File: src/rtl/clk_sel_pkg.sv
// Purpose: Shared constants for the double speed clock selection block
// Assumes: One 32-bit APB slave port, pclk stands for the crystal input
// Notes:   Register byte address is four times the register index
package clk_sel_pkg;

	// Register indices and byte addresses
	localparam int           ADDR_W    = 12;
	localparam logic [7:0]   CTRL_IDX  = 8'h8F;
	localparam logic [7:0]   STAT_IDX  = 8'h90;
	localparam logic [11:0]  CTRL_ADDR = {2'h0, CTRL_IDX, 2'h0};
	localparam logic [11:0]  STAT_ADDR = {2'h0, STAT_IDX, 2'h0};

	// Control register layout
	localparam int           N_PERIPH    = 6;
	localparam int           CTRL_W      = N_PERIPH + 1;
	localparam int           CPU_BIT     = 0;
	localparam int           PERIPH_BASE = 1;
	localparam logic [6:0]   CTRL_RESET  = 7'h00;

	// Peripheral channel order inside the select field
	localparam int           TIMER_ZERO_CH    = 0;
	localparam int           TIMER_ONE_CH     = 1;
	localparam int           TIMER_TWO_CH     = 2;
	localparam int           SERIAL_PORT_CH   = 3;
	localparam int           COUNTER_ARRAY_CH = 4;
	localparam int           WATCHDOG_CH      = 5;

	// Status register layout
	localparam int           STAT_HALF_BIT = 7;

	// Cycle counts
	localparam int           STD_PERIODS      = 12;
	localparam int           DBL_PERIODS      = 6;
	localparam int           PHASES_PER_CYCLE = STD_PERIODS / 2;

	// Channel mode
	typedef enum logic
	{
		STANDARD_SPEED_MODE,
		DOUBLE_SPEED_MODE
	} speed_mode_type;

endpackage

File: src/rtl/speed_divider.sv
// Purpose: Phase clock enable and machine cycle marker for one channel
// Assumes: src_en is the phase clock of the channel, one pclk wide pulses or held high in double speed
// Notes:   Both outputs are registered and lag src_en by one pclk
`timescale 1ns/100ps
module speed_divider
	import clk_sel_pkg::*;
#(
	parameter int PHASES = PHASES_PER_CYCLE
)
(
	// Clock and reset
	input  wire logic pclk,
	input  wire logic presetn,
	// Phase source
	input  wire logic src_en,
	// Enables out
	output logic      clk_en,
	output logic      cycle_end
);

	localparam int CW = $clog2(PHASES);
	localparam logic [CW-1:0] LAST = CW'(PHASES - 1);

	logic [CW-1:0] cnt_r;
	logic [CW-1:0] cnt_nxt;
	wire           at_last;

	// Machine cycle spans a fixed number of phases, so the time base
	// follows the phase rate of the channel
	assign at_last = (cnt_r >= LAST);
	assign cnt_nxt = !src_en ? cnt_r : (at_last ? '0 : cnt_r + 1'b1);

	always_ff @(posedge pclk or negedge presetn)
	begin
		if (!presetn)
		begin
			cnt_r     <= '0;
			clk_en    <= 1'b0;
			cycle_end <= 1'b0;
		end
		else
		begin
			cnt_r     <= cnt_nxt;
			clk_en    <= src_en;
			cycle_end <= src_en & at_last;
		end
	end

endmodule

File: src/rtl/double_speed_clock_select.sv
// Purpose: CPU and peripheral clock enables with double speed selection
// Assumes: pclk is the crystal input; APB master follows APB rules
// Notes:   Select bits take effect on the halved clock rise only
// Function
// - Double speed: machine cycle of 6 periods
// - Standard: divide-by-two before phase generator
// - Double speed: core runs from crystal directly
// - Select bit chooses 12 or 6 periods
// - Reset gives standard speed unless option set
// - Security option starts in double speed
// - Select bit changes CPU clock and following peripherals
// - Peripheral follows CPU when its bit clear
// - Speed change applied on halved clock rise
// - Double speed peripheral time base halves
// - Peripheral bit: clear 6, set 12 periods
// - Peripheral bits only matter in double speed
// - Control resets cleared, top bit reads zero
`timescale 1ns/100ps
module double_speed_clock_select
	import clk_sel_pkg::*;
(
	// Clock and reset
	input  wire logic                pclk,
	input  wire logic                presetn,
	// Nonvolatile option strap
	input  wire logic                start_double_speed_option,
	// APB slave
	input  wire logic [ADDR_W-1:0]   paddr,
	input  wire logic                psel,
	input  wire logic                penable,
	input  wire logic                pwrite,
	input  wire logic [31:0]         pwdata,
	output logic      [31:0]         prdata,
	output logic                     pready,
	output logic                     pslverr,
	// Clock enables
	output logic                     half_clk,
	output logic                     cpu_clk_en,
	output logic                     cpu_cycle_end,
	output logic                     cpu_double_active,
	output logic      [N_PERIPH-1:0] periph_clk_en,
	output logic      [N_PERIPH-1:0] periph_cycle_end
);

	logic              init_done_r;
	logic [CTRL_W-1:0] clock_speed_control_reg;
	logic [CTRL_W-1:0] ctrl_nxt;
	logic [CTRL_W-1:0] app_r;
	logic [CTRL_W-1:0] app_nxt;
	logic              half_r;
	logic              pready_r;
	logic [31:0]       prdata_r;
	logic              pslverr_r;
	logic              dbl_r;

	wire               setup_ph;
	wire               access_ph;
	wire               ctrl_hit;
	wire               stat_hit;
	wire               bad_acc;
	wire               wr_go;
	wire [31:0]        rd_data;
	wire [31:0]        ctrl_word;
	wire [31:0]        stat_word;
	wire               half_rise;
	wire [CTRL_W-1:0]  ch_dbl;
	wire [CTRL_W-1:0]  ch_src;
	wire [CTRL_W-1:0]  ch_clk;
	wire [CTRL_W-1:0]  ch_cyc;
	wire               cpu_double_speed_select;
	speed_mode_type    cpu_mode;

	// APB decode
	assign setup_ph  = psel & ~penable;
	assign access_ph = psel & penable & pready_r;
	assign ctrl_hit  = (paddr == CTRL_ADDR);
	assign stat_hit  = (paddr == STAT_ADDR) & ~pwrite;
	assign bad_acc   = ~(ctrl_hit | stat_hit);
	assign wr_go     = access_ph & pwrite & ctrl_hit;

	// Reserved top bit and upper word read as zero
	assign ctrl_word = {{(32-CTRL_W){1'b0}},
		clock_speed_control_reg};
	// Status: halved clock level just above the applied select bits
	assign stat_word = {{(31-CTRL_W){1'b0}}, half_r, app_r};
	assign rd_data   = ctrl_hit ? ctrl_word :
		stat_hit ? stat_word : 32'h00000000;

	// Software may switch in either direction; top bit cannot be set
	assign ctrl_nxt = !init_done_r ?
		{{(CTRL_W-1){1'b0}}, start_double_speed_option} :
		wr_go ? pwdata[CTRL_W-1:0] :
		clock_speed_control_reg;

	// Select bits take effect only where the halved clock rises
	assign half_rise = ~half_r;
	assign app_nxt   = half_rise ? clock_speed_control_reg : app_r;

	// Channel 0 is the CPU, channels 1 up are the peripherals
	assign cpu_double_speed_select = app_r[CPU_BIT];
	assign ch_dbl[CPU_BIT] = cpu_double_speed_select;
	assign cpu_mode = cpu_double_speed_select ?
		DOUBLE_SPEED_MODE : STANDARD_SPEED_MODE;

	genvar gi;
	generate
		for (gi = 0; gi < N_PERIPH; gi++)
		begin : g_periph
			// Follow the CPU only when the own bit is clear
			assign ch_dbl[PERIPH_BASE+gi] = cpu_double_speed_select &
				~app_r[PERIPH_BASE+gi];
		end
		for (gi = 0; gi < CTRL_W; gi++)
		begin : g_chan
			// Double speed bypasses the divide-by-two stage
			assign ch_src[gi] = ch_dbl[gi] ? 1'b1 : half_rise;
			speed_divider #(
				.PHASES    (PHASES_PER_CYCLE)
			) u_div (
				.pclk      (pclk),
				.presetn   (presetn),
				.src_en    (ch_src[gi]),
				.clk_en    (ch_clk[gi]),
				.cycle_end (ch_cyc[gi])
			);
		end
	endgenerate

	// Strap is caught on the first edge after reset release
	always_ff @(posedge pclk or negedge presetn)
	begin
		if (!presetn)
		begin
			init_done_r             <= 1'b0;
			clock_speed_control_reg <= CTRL_RESET;
			app_r                   <= CTRL_RESET;
			half_r                  <= 1'b0;
		end
		else
		begin
			init_done_r             <= 1'b1;
			clock_speed_control_reg <= ctrl_nxt;
			app_r                   <= app_nxt;
			half_r                  <= ~half_r;
		end
	end

	// APB answer: one access cycle, no wait states
	always_ff @(posedge pclk or negedge presetn)
	begin
		if (!presetn)
		begin
			pready_r  <= 1'b0;
			prdata_r  <= 32'h00000000;
			pslverr_r <= 1'b0;
			dbl_r     <= 1'b0;
		end
		else
		begin
			pready_r  <= setup_ph;
			prdata_r  <= setup_ph ? rd_data : prdata_r;
			pslverr_r <= setup_ph & bad_acc;
			dbl_r     <= (cpu_mode == DOUBLE_SPEED_MODE);
		end
	end

	assign prdata            = prdata_r;
	assign pready            = pready_r;
	assign pslverr           = pslverr_r;
	assign half_clk          = half_r;
	assign cpu_double_active = dbl_r;
	assign cpu_clk_en        = ch_clk[CPU_BIT];
	assign cpu_cycle_end     = ch_cyc[CPU_BIT];
	assign periph_clk_en     = ch_clk[CTRL_W-1:PERIPH_BASE];
	assign periph_cycle_end  = ch_cyc[CTRL_W-1:PERIPH_BASE];

	// Helper logic: pclk count between CPU machine cycle markers
	logic [4:0] gap_r;
	logic       clean_r;
	logic       seen_r;
	logic       app_q;
	wire        cpu_chg;

	assign cpu_chg = app_q ^ app_r[CPU_BIT];

	always_ff @(posedge pclk or negedge presetn)
	begin
		if (!presetn)
		begin
			gap_r   <= 5'h00;
			clean_r <= 1'b0;
			seen_r  <= 1'b0;
			app_q   <= 1'b0;
		end
		else
		begin
			app_q   <= app_r[CPU_BIT];
			gap_r   <= cpu_cycle_end ? 5'h00 : gap_r + 5'h01;
			seen_r  <= seen_r | cpu_cycle_end;
			clean_r <= cpu_cycle_end ? ~cpu_chg : clean_r & ~cpu_chg;
		end
	end

	// Machine cycle length follows the applied CPU mode
	cpu_cycle_len_a: assert property (
		@(posedge pclk) disable iff (!presetn)
		(cpu_cycle_end && clean_r && seen_r && !cpu_chg) |->
		(6'(gap_r) + 6'h01 == (app_q ? 6'(DBL_PERIODS) : 6'(STD_PERIODS))))
		else $error("CPU machine cycle length wrong");

	// Standard mode never gives two phase enables in a row
	std_half_rate_a: assert property (
		@(posedge pclk) disable iff (!presetn)
		(!app_r[CPU_BIT] && !app_q && cpu_clk_en) |=> !cpu_clk_en)
		else $error("CPU phase not halved in standard mode");

	// Double speed gives a phase enable on every crystal period
	dbl_bypass_a: assert property (
		@(posedge pclk) disable iff (!presetn)
		app_r[CPU_BIT] |=> cpu_clk_en)
		else $error("CPU phase missing in double speed");

	// A write lands in the control register, reserved bit dropped
	ctrl_write_a: assert property (
		@(posedge pclk) disable iff (!presetn)
		wr_go |=> (clock_speed_control_reg == $past(pwdata[CTRL_W-1:0])))
		else $error("Control register write lost");

	// After release the option alone decides the start mode
	reset_opt_a: assert property (
		@(posedge pclk) disable iff (!presetn)
		$rose(init_done_r) |->
		(clock_speed_control_reg == {{(CTRL_W-1){1'b0}},
		$past(start_double_speed_option)}))
		else $error("Start mode not taken from option");

	// Control read shows zero in the reserved top bit
	reserved_read_a: assert property (
		@(posedge pclk) disable iff (!presetn)
		(setup_ph && ctrl_hit) |=> (prdata[31:CTRL_W] == '0))
		else $error("Reserved control bits not zero");

	// Mode changes only where the halved clock has just risen
	glitch_free_a: assert property (
		@(posedge pclk) disable iff (!presetn)
		(app_r != $past(app_r)) |-> (half_r && !$past(half_r)))
		else $error("Mode applied off the halved clock rise");

	// With the CPU in standard mode no peripheral runs fast
	std_periph_a: assert property (
		@(posedge pclk) disable iff (!presetn)
		(!app_r[CPU_BIT] && !app_q) |->
		((periph_clk_en & $past(periph_clk_en)) == '0))
		else $error("Peripheral fast while CPU in standard");

	// Cleared peripheral bit follows the CPU into double speed
	follow_cpu_a: assert property (
		@(posedge pclk) disable iff (!presetn)
		(app_r[CPU_BIT] && !app_r[PERIPH_BASE+WATCHDOG_CH]) |=>
		periph_clk_en[WATCHDOG_CH])
		else $error("Watchdog did not follow double speed");

	// Set peripheral bit keeps the divided clock
	stay_divided_a: assert property (
		@(posedge pclk) disable iff (!presetn)
		(app_r[PERIPH_BASE+TIMER_ZERO_CH] &&
		$past(app_r[PERIPH_BASE+TIMER_ZERO_CH]) &&
		periph_clk_en[TIMER_ZERO_CH]) |=> !periph_clk_en[TIMER_ZERO_CH])
		else $error("Timer zero left the divided clock");

	// Every setup cycle gets one answer cycle, error flag by address
	apb_answer_a: assert property (
		@(posedge pclk) disable iff (!presetn)
		setup_ph |=> (pready && (pslverr == $past(bad_acc))) ##1 !pready)
		else $error("Register bus answer wrong");

	// Control register keeps its value unless written
	ctrl_hold_a: assert property (
		@(posedge pclk) disable iff (!presetn)
		(init_done_r && !wr_go) |=> $stable(clock_speed_control_reg))
		else $error("Control register changed without write");

	// Read data holds between setup cycles
	prdata_hold_a: assert property (
		@(posedge pclk) disable iff (!presetn)
		!setup_ph |=> $stable(prdata))
		else $error("Read data changed outside a setup");

	// Status read shows applied bits, halved clock and zero above
	status_read_a: assert property (
		@(posedge pclk) disable iff (!presetn)
		(setup_ph && stat_hit) |=>
		(prdata[CTRL_W-1:0] == $past(app_r) &&
		prdata[STAT_HALF_BIT] == $past(half_r) &&
		prdata[31:STAT_HALF_BIT+1] == '0))
		else $error("Status read wrong");

	// Flag output trails the applied CPU mode by one cycle
	double_flag_a: assert property (
		@(posedge pclk) disable iff (!presetn)
		cpu_double_active == $past(app_r[CPU_BIT]))
		else $error("Double speed flag wrong");

	// A machine cycle ends only on a phase enable
	cycle_phase_a: assert property (
		@(posedge pclk) disable iff (!presetn)
		cpu_cycle_end |-> cpu_clk_en)
		else $error("CPU cycle end without phase");

	// Same for every peripheral channel
	periph_phase_a: assert property (
		@(posedge pclk) disable iff (!presetn)
		(periph_cycle_end & ~periph_clk_en) == '0)
		else $error("Peripheral cycle end without phase");

	// The halved clock toggles on every crystal period
	half_toggle_a: assert property (
		@(posedge pclk) disable iff (!presetn)
		init_done_r |-> (half_r != $past(half_r)))
		else $error("Halved clock did not toggle");

	// Serial port follows the CPU into double speed
	follow_serial_a: assert property (
		@(posedge pclk) disable iff (!presetn)
		(app_r[CPU_BIT] && !app_r[PERIPH_BASE+SERIAL_PORT_CH]) |=>
		periph_clk_en[SERIAL_PORT_CH])
		else $error("Serial port did not follow double speed");

	// Nothing is applied before the first halved clock rise
	reset_apply_a: assert property (
		@(posedge pclk) disable iff (!presetn)
		$rose(init_done_r) |-> (app_r == CTRL_RESET))
		else $error("Applied bits not cleared after reset");

	// Main scenarios
	to_double_c: cover property (
		@(posedge pclk) disable iff (!presetn)
		$rose(app_r[CPU_BIT]));
	to_standard_c: cover property (
		@(posedge pclk) disable iff (!presetn)
		$fell(app_r[CPU_BIT]));
	periph_fast_c: cover property (
		@(posedge pclk) disable iff (!presetn)
		periph_cycle_end[SERIAL_PORT_CH] && app_r[CPU_BIT] &&
		!app_r[PERIPH_BASE+SERIAL_PORT_CH]);
	bad_addr_c: cover property (
		@(posedge pclk) disable iff (!presetn)
		pslverr && pready);
	dbl_start_c: cover property (
		@(posedge pclk) disable iff (!presetn)
		$rose(init_done_r) && clock_speed_control_reg[CPU_BIT]);

endmodule

File: config.mk
export PLATFORM = sky130hd
export DESIGN_NAME = double_speed_clock_select
export DESIGN_NICKNAME = d
export VERILOG_FILES = /design/src/rtl/clk_sel_pkg.sv /design/src/rtl/speed_divider.sv /design/src/rtl/double_speed_clock_select.sv
export SDC_FILE = /design/constraint.sdc
export NUM_CORES = 1
export LEC_CHECK = 0
export BUFFER_PORTS_ARGS = -buffer_cell sky130_fd_sc_hd__buf_2
export CAP_MARGIN = 10
export CORE_MARGIN = 8
export CORE_UTILIZATION = 40
export CTS_CLUSTER_SIZE = 28
export DETAILED_ROUTE_END_ITERATION = 8
export PLACE_DENSITY = 0.62
export SETUP_SLACK_MARGIN = 0.4
export SYNTH_ARGS = -nofsm -noshare
export SYNTH_HDL_FRONTEND = slang
export SYNTH_HIERARCHICAL = 1
export SYNTH_SLANG_ARGS = --single-unit
File: constraint.sdc
create_clock -name pclk -period 2.1 [get_ports pclk]
set_clock_uncertainty 0.15 [all_clocks]
set_input_delay 0.315 -clock pclk [delete_from_list [all_inputs] [get_ports pclk]]
set_output_delay 0.315 -clock pclk [all_outputs]
set_load 0.05 [all_outputs]
== Yosys cells after proc, flatten, opt, wreduce, memory -nomap -nowiden ==
Index checks and enable logic that the tools add are counted.

* Mux-type cells: 19
* Shift operators: 0
* Bitwise logic cells: 31
* Multipliers: 0
* Div/mod/pow operators: 0
* Reductions and logical operators: 0
* $lt $le $gt $ge: 7
* Add/subtract/negate cells: 7
* Equal/unequal tests: 3

{| class="wikitable"
|+ Operators with widths
! operator !! count
|-
| $eq A12 B10 Y1 const B || 2
|-
| $add A3 B1 Y3 const B || 7
|-
| $ge A3 B3 Y1 const B || 7
|-
| $mux W3 || 7
|-
| $and A1 B1 Y1 || 20
|-
| $mux W8 || 2
|-
| $mux W7 || 2
|-
| $not A1 Y1 || 10
|-
| $mux W1 || 8
|-
| $ne A2 B1 Y1 const B || 1
|-
| $or A1 B1 Y1 || 1
|}

* Latch bits: 0
* Bits of input ports: 50
* Bits in registers: 86
* Output and inout port bits: 50
* Memories kept: 0
* Bits in read-only memories: 0
* Memory bits (writable): 0

== Depth between registers and ports, before layout ==
Gate-level depths: netlist of the first run.

* Depth in word-level cells: 6
* Depth in mapped cells: 6

== Modules after synthesis ==
Netlist of the first run, hierarchy kept.

{| class="wikitable"
|+ Modules (own cells, without submodules)
! module !! seq. area each (µm²) !! cells each !! area an instance (µm²) !! instances
|-
| speed_divider || 125.1 || 18 || 240.2 || 7
|-
| double_speed_clock_select || 675.6 || 141 || 1,400.1 || 1
|}

== Worst setup path before layout of the first run ==
OpenSTA, ideal clock, no wires.

* Path kind: register to register
* From: register half_r, in the netlist half_clk
* To: register g_chan[1].u_div.cnt_r[1]
* Stages on the path, launching flop included: 6
* Arrival time: 1.877 ns
* Setup slack: -0.013 ns
* Path through: dfrtp_1 clkbuf_1 clkbuf_1 o21ai_0 o311a_4 a211oi_2

* Word-level cells in the longest chain between the ends: 2

{| class="wikitable"
|+ Ends and longest elaborated chain
! element !! RTL line !! text
|-
| start, declared || double_speed_clock_select.sv:50 || <nowiki>logic half_r;</nowiki>
|-
| start signal, assigned || double_speed_clock_select.sv:144 || <nowiki>half_r <= ~half_r;</nowiki>
|-
| $not A1 Y1 || double_speed_clock_select.sv:96 || <nowiki>assign half_rise = ~half_r;</nowiki>
|-
| $mux W1 || double_speed_clock_select.sv:116 || <nowiki>assign ch_src[gi] = ch_dbl[gi] ? 1'b1 : half_rise;</nowiki>
|-
| net ch_src[1] || double_speed_clock_select.sv:67 || <nowiki>wire [CTRL_W-1:0] ch_src;</nowiki>
|-
| end signal, assigned || speed_divider.sv:43 || <nowiki>cnt_r <= cnt_nxt;</nowiki>
|-
| end, declared || speed_divider.sv:24 || <nowiki>logic [CW-1:0] cnt_r;</nowiki>
|}

The timed path passes the listed nets, and every way through them passes these cells.
A chain may end at the register's enable or synchronous reset.

== Worst setup path in the final report of the first run ==
* From: register half_r, in the netlist half_clk
* To: output port half_clk

{| class="wikitable"
|+ RTL lines
! element !! RTL line !! text
|-
| end, declared || double_speed_clock_select.sv:37 || <nowiki>output logic half_clk,</nowiki>
|}

No word-level cell between the ends.

==> flow_summary.json, run 1 <==
{
  "largest-register": "g_chan.u_div/cnt_r",
  "hold_path.class": "input pin to flop",
  "insertedDiodeCount": 0,
  "fmax_mhz": 614,
  "numCtsBuffers": 9,
  "end_kind": "output port",
  "synth.distinct_cells": 35,
  "dpl.hpwl_um": 4240,
  "synth_warnings": 6,
  "die_x_um": 104,
  "cts_buffer_depth": 2,
  "cpMaxStageDelayCell": "dfrtp_2",
  "cellPowerDensity_nw_per_um2": 1180,
  "post_cts_buffers": 0,
  "outcome": "finished, final reports clean",
  "cp.buffers_inverters": 1,
  "critPathMaxStageDelay_ns": 0.56,
  "synth_edf_count": 0,
  "worstSetupStartpointType": "flop",
  "syn_to_final_growth_pct": 19.2,
  "placedInstanceArea_um2": 3420,
  "period_needed_ns": 1.63,
  "clkSlewWorstSetupHoldPaths_ns": 0.07,
  "fin_crit_sh": 0.776,
  "io_pins": 100,
  "cts_sinks": 62,
  "ant_nets": 0,
  "synth-seq-cells": 62,
  "grtUsageTotal": 0.115,
  "crit_chain": "buf_4",
  "final_nets": 396,
  "rows": 32,
  "worst_slack_ns": 0.471,
  "setup_tns_ns": 0,
  "cpLargestDelayFamily": "flip-flops",
  "htree_levels": 3,
  "grt_overflow": 0,
  "clock_latency_ns": 0.34,
  "synth-async-reset-ratio": 1.00,
  "synth_seq_area_share": 0.503,
  "r2r_end": "g_chan[5].u_div/cnt_r[1]",
  "die_y_um": 104,
  "routabilityCongestion": 0.733,
  "wire_per_inst_um": 13.5,
  "reg2reg_depth": 5,
  "synth-main-ff-cell": "dfrtp_1",
  "setup_viol": 0,
  "critPathArrivalTime_ns": 1.16,
  "grt_start_max_net_pins": 63,
  "drv_cap": 0,
  "wl_um": 5930,
  "via_per_inst": 4.72,
  "grt_pass1_wl_um": 10300,
  "place_ws_ns": 0.299,
  "synthesis.instances": 267,
  "synth.avg_cell_area_um2": 11.5,
  "reg2reg_slack_ns": 0.58,
  "power.leakage_nw": 1.80,
  "yosys.area.top_type_share": 0.503,
  "dieArea_um2": 10800,
  "grt_pass1_vias": 2112,
  "antenna_found_initial": 0,
  "final_area_um2": 3670,
  "ctsRootBufferMaster": "clkbuf_8",
  "initialDrtViolationCount": 76,
  "hold_path_end": "clock_speed_control_reg[4]",
  "largest_register_ff_count": 21,
  "netlist_area_um2": 3080,
  "cts_tree": "built",
  "route.vias.total": 2071,
  "min_from": "pwdata[4]",
  "post-synth-top-area-cell": "dfrtp_1",
  "ys_top_cells_by_area": "dfrtp_1 50%, buf_4 5.8%, ha_1 5.7%, o311a_4 4.8%, nand2_1 3.5%",
  "reg2reg_from": "app_r[0]",
  "start_util": 0.405,
  "cp.required_ns": 1.63,
  "core-area_um2": 7610,
  "vdd_ir_drop_max_v": 0.000367,
  "hold_depth": 3,
  "grt_setup_unrepaired": "no",
  "portBuffers": 50,
  "drtPass1Iterations": 4,
  "finalMaxSlewViolations": 0,
  "drive_gt1_frac": 0.291,
  "critPathMaxFanout": 17,
  "finalHoldViolCount": 0,
  "drcViolationCount": 0,
  "critPathKind": "flop to output port"
}
-- worst max-delay path by stage --
stage | start | end | slack, ns | depth (start not counted)
after global routing | half_clk | half_clk | 0.40 | 1
after detailed placement | paddr[8] | clock_speed_control_reg[6] | 0.30 | 5
final | half_clk | half_clk | 0.47 | 1
after global placement | paddr[8] | clock_speed_control_reg[1] | 0.32 | 5
after CTS | half_clk | half_clk | 0.44 | 1
after floorplan | half_clk | g_chan[1].u_div/cnt_r[1] | 0.36 | 5
-- routing by layer --
metal  GRT usage  wire length [um]  share of wire
met5           0                 0              0
met4      0.0651               131          0.022
met3      0.0297               242          0.041
met2       0.182              2930           0.50
met1       0.140              2620           0.44
-- power by group --
group	internal, mW	leakage, nW	switching (mW)
Combinational	0.542	0.910	0.763
Sequential	1.45	0.772	0.322
Clock	0.786	0.112	0.472
-- area by class of cell --
type                            instances  area [um2]
Multi-Input combinational cell        189        1380
Inverter                               11        41.3
Fill cell                             737        3930
Clock buffer                           10         128
Sequential cell                        62        1550
Tap cell                              102         128
Timing Repair Buffer                   59         335
Clock inverter                          6         110
-- synthesized netlist by cell type (all sizes together), types with 2 or more instances --
cell type,n
mux2i,6
inv,10
o21ai,21
a211oi,7
o41ai,7
mux2,7
nand2b,15
o21a,7
nor2,10
nor2b,7
buf,25
conb,2
nand2,29
o311a,7
ha,14
a22o,8
dfrtp,62
clkbuf,3
a21o,7
nor4,2
-- tightest hold or removal path, delay by kind of cell --
| family | cells | cell delay [ns] |
|---|---|---|
| buffers and inverters | 1 | 0.09 |
| multiplexers | 1 | 0.06 |
| AND/OR/NAND/NOR | 1 | 0.05 |
-- layout by cell type, fill, tap and decap left out, drive strengths merged, types with 2 or more instances in the layout --
master,n
o21ai,21
o41ai,7
bufinv,3
o311a,7
nor2,10
mux2,7
buf,58
mux2i,6
a211oi,7
clkinv,2
nand2b,15
nand2,29
nor4,2
clkinvlp,2
a21o,7
inv,10
dfrtp,62
ha,14
a22o,8
clkbuf,10
conb,25
nor2b,7
o21a,7
-- cells by family (layout without fill, tap and decap cells) --
kind of cell / count (synthesis) / in the layout / share of synthesized area
flip-flops: 62 / 62 / 0.503
adder cells (fa/ha/maj): 14 / 14 / 0.0568
multiplexers: 13 / 13 / 0.0451
AND/OR/NAND/NOR: 71 / 71 / 0.124
other: 2 / 25 / 0.00244
AO/OA/AOI/OAI: 66 / 66 / 0.191
buffers and inverters: 39 / 86 / 0.0771
-- per-stage QoR --
| stage | instances | hold WS [ns] | utilization | power, mW |
|---|---|---|---|---|
| floorplan | 290 | -0.131 | - | 2.82 |
| global placement | 422 | 0.203 | 0.450 | 3.03 |
| detailed placement | 422 | 0.204 | 0.450 | 3.10 |
| CTS | 439 | 0.0553 | 0.483 | 4.38 |
| global route | 439 | 0.0720 | 0.483 | 4.63 |
| finish | 439 | 0.0723 | 0.483 | 4.33 |
-- repair_timing --
item / CTS / global route
setup endpoints to repair: 1 / 0
endpoints found under the hold margin: 62 / 0
hold buffers: 1 / 0
resized for setup: 1 / 0
Power figures use the tool's default switching activity.
==> inputs of run 2 (changes only) <==
==> constraint.sdc (replaced) <==
create_clock -name pclk -period 1.7 [get_ports pclk]
set_clock_uncertainty 0.15 [all_clocks]
set_input_delay 0.255 -clock pclk [delete_from_list [all_inputs] [get_ports pclk]]
set_output_delay 0.255 -clock pclk [all_outputs]
set_load 0.05 [all_outputs]
==> flow_summary.json, run 2 (synthesized netlist as in run 1, its figures left out) <==
{
  "grt_setup_unrepaired": "yes",
  "cts_sinks": 62,
  "start_util": 0.405,
  "ant_nets": 0,
  "critPathMaxStageDelay_ns": 0.42,
  "fin_crit_sh": 0.837,
  "final_area_um2": 4400,
  "grtUsageTotal": 0.126,
  "finalMaxSlewViolations": 0,
  "wl_um": 6760,
  "via_per_inst": 4.77,
  "io_pins": 100,
  "finalHoldViolCount": 0,
  "cts_buffer_depth": 2,
  "setup_tns_ns": 0,
  "largest_register_ff_count": 21,
  "vdd_ir_drop_max_v": 0.000662,
  "core-area_um2": 7610,
  "htree_levels": 3,
  "cpLargestDelayFamily": "flip-flops",
  "grt_pass1_wl_um": 11300,
  "cellPowerDensity_nw_per_um2": 1350,
  "worst_pin_slew_ns": 0.565,
  "period_needed_ns": 1.42,
  "power.leakage_nw": 2.10,
  "p_comb_frac": 0.414,
  "numCtsBuffers": 9,
  "crit_chain": "buf_12 > buf_12",
  "wire_per_inst_um": 14.1,
  "cp.buffers_inverters": 2,
  "relSlewSlack": 0.623,
  "internal_power_mw": 3.79,
  "end_kind": "output port",
  "cts_tree": "built",
  "hold_path.class": "input pin to flop",
  "clkSlewWorstSetupHoldPaths_ns": 0.07,
  "ctsRootBufferMaster": "clkbuf_8",
  "rows": 32,
  "grt_overflow": 0,
  "grt_start_max_net_pins": 22,
  "routabilityCongestion": 0.718,
  "outcome": "finished, final reports clean",
  "drv_cap": 0,
  "placedInstanceArea_um2": 3600,
  "die_x_um": 104,
  "setup_viol": 0,
  "antenna_found_initial": 0,
  "reg2reg_from": "g_chan[5].u_div/cnt_r[0]",
  "critPathKind": "flop to output port",
  "route.vias.total": 2287,
  "min_from": "pwdata[2]",
  "power_frac_clock": 0.221,
  "final_nets": 436,
  "p_switching_mw": 2.15,
  "largest-register": "g_chan.u_div/cnt_r",
  "startpoint": "half_clk",
  "critPathMaxFanout": 2,
  "cpMaxStageDelayCell": "dfrtp_2",
  "p_seq_frac": 0.365,
  "power_mw": 5.93,
  "final_common_cell": "dfrtp_1",
  "final_cell_mix": "50 x dfrtp_1, 41 x buf_4, 28 x nand2_1",
  "fmax_mhz": 703,
  "cp.required_ns": 1.29,
  "drtPass1Iterations": 4,
  "die_y_um": 104,
  "syn_to_final_growth_pct": 42.7,
  "portBuffers": 50,
  "critPathArrivalTime_ns": 1.02,
  "insertedDiodeCount": 0,
  "clock_latency_ns": 0.33,
  "switching_share": 0.362,
  "worstSetupStartpointType": "flop",
  "dpl.hpwl_um": 4520,
  "dieArea_um2": 10800,
  "grt_pass1_vias": 2364,
  "crit_top_cell": "buf_12",
  "drive_gt1_frac": 0.469,
  "initialDrtViolationCount": 77,
  "drcViolationCount": 0
}
==> run 2: layout make-up <==
class / instances / area [um2]
fillers: 648 / 3210
multi-input cells: 189 / 1590
flip-flops and latches: 62 / 1570
repair buffers: 99 / 871
clock buffers: 12 / 155
well taps: 102 / 128
clock inverters: 4 / 45.0
inverters: 11 / 42.5
==> run 2: power by group through the flow <==
stage               registers [mW]  logic [mW]  clock network, mW
floorplan                     2.43        1.11                  0
global placement              2.19        1.62                  0
detailed placement            2.20        1.68                  0
CTS                           2.15        2.21               1.35
global route                  2.22        2.64               1.42
finish                        2.17        2.46               1.31
==> run 2: stage by stage <==
step	util	std cells	setup slack [ns]	hold WS, ns
6_report	0.578	479	0.278	0.0178
3_3_place_gp	0.473	421	0.0936	0.130
2_1_floorplan	-	290	0.171	-0.191
4_1_cts	0.554	466	0.256	0.00122
3_5_place_dp	0.473	421	0.0629	0.128
5_1_grt	0.578	479	0.236	0.00314
==> run 2: what timing repair did <==
item | CTS | global route
hold endpoints to repair | 18 | 0
hold buffers | 1 | 0
resized for setup | 63 | 19
endpoints found under the setup margin | 60 | 67
setup buffers | 28 | 13
pin swaps | 4 | 8
==> run 2: path summary, 6_finish.rpt <==
path	to	slack [ns]	cells after the start
max	half_clk	0.28	2
max in group asynchronous	g_chan[5].u_div/cnt_r[0]	0.60	3
min reg2reg	cpu_double_active	0.39	1
min	clock_speed_control_reg[2]	0.02	3
min in group asynchronous	g_chan[2].u_div/cnt_r[1]	0.30	2
max reg2reg	g_chan[5].u_div/cnt_r[1]	0.28	3
==> run 2: worst reg2reg max path, delay by kind of cell, from the launching register on <==
family                 cells  cell delay, ns
AOI/OAI and AO/OA          2            0.58
buffers and inverters      1            0.16
DFF                        1            0.45
==> run 2: metal layers <==
layer,GRT usage,part of all wire,up-vias
met4,0.0496,0.013,0
met2,0.208,0.50,51
met5,0,0,-
li1,-,-,1104
met3,0.0403,0.046,7
met1,0.150,0.44,1125
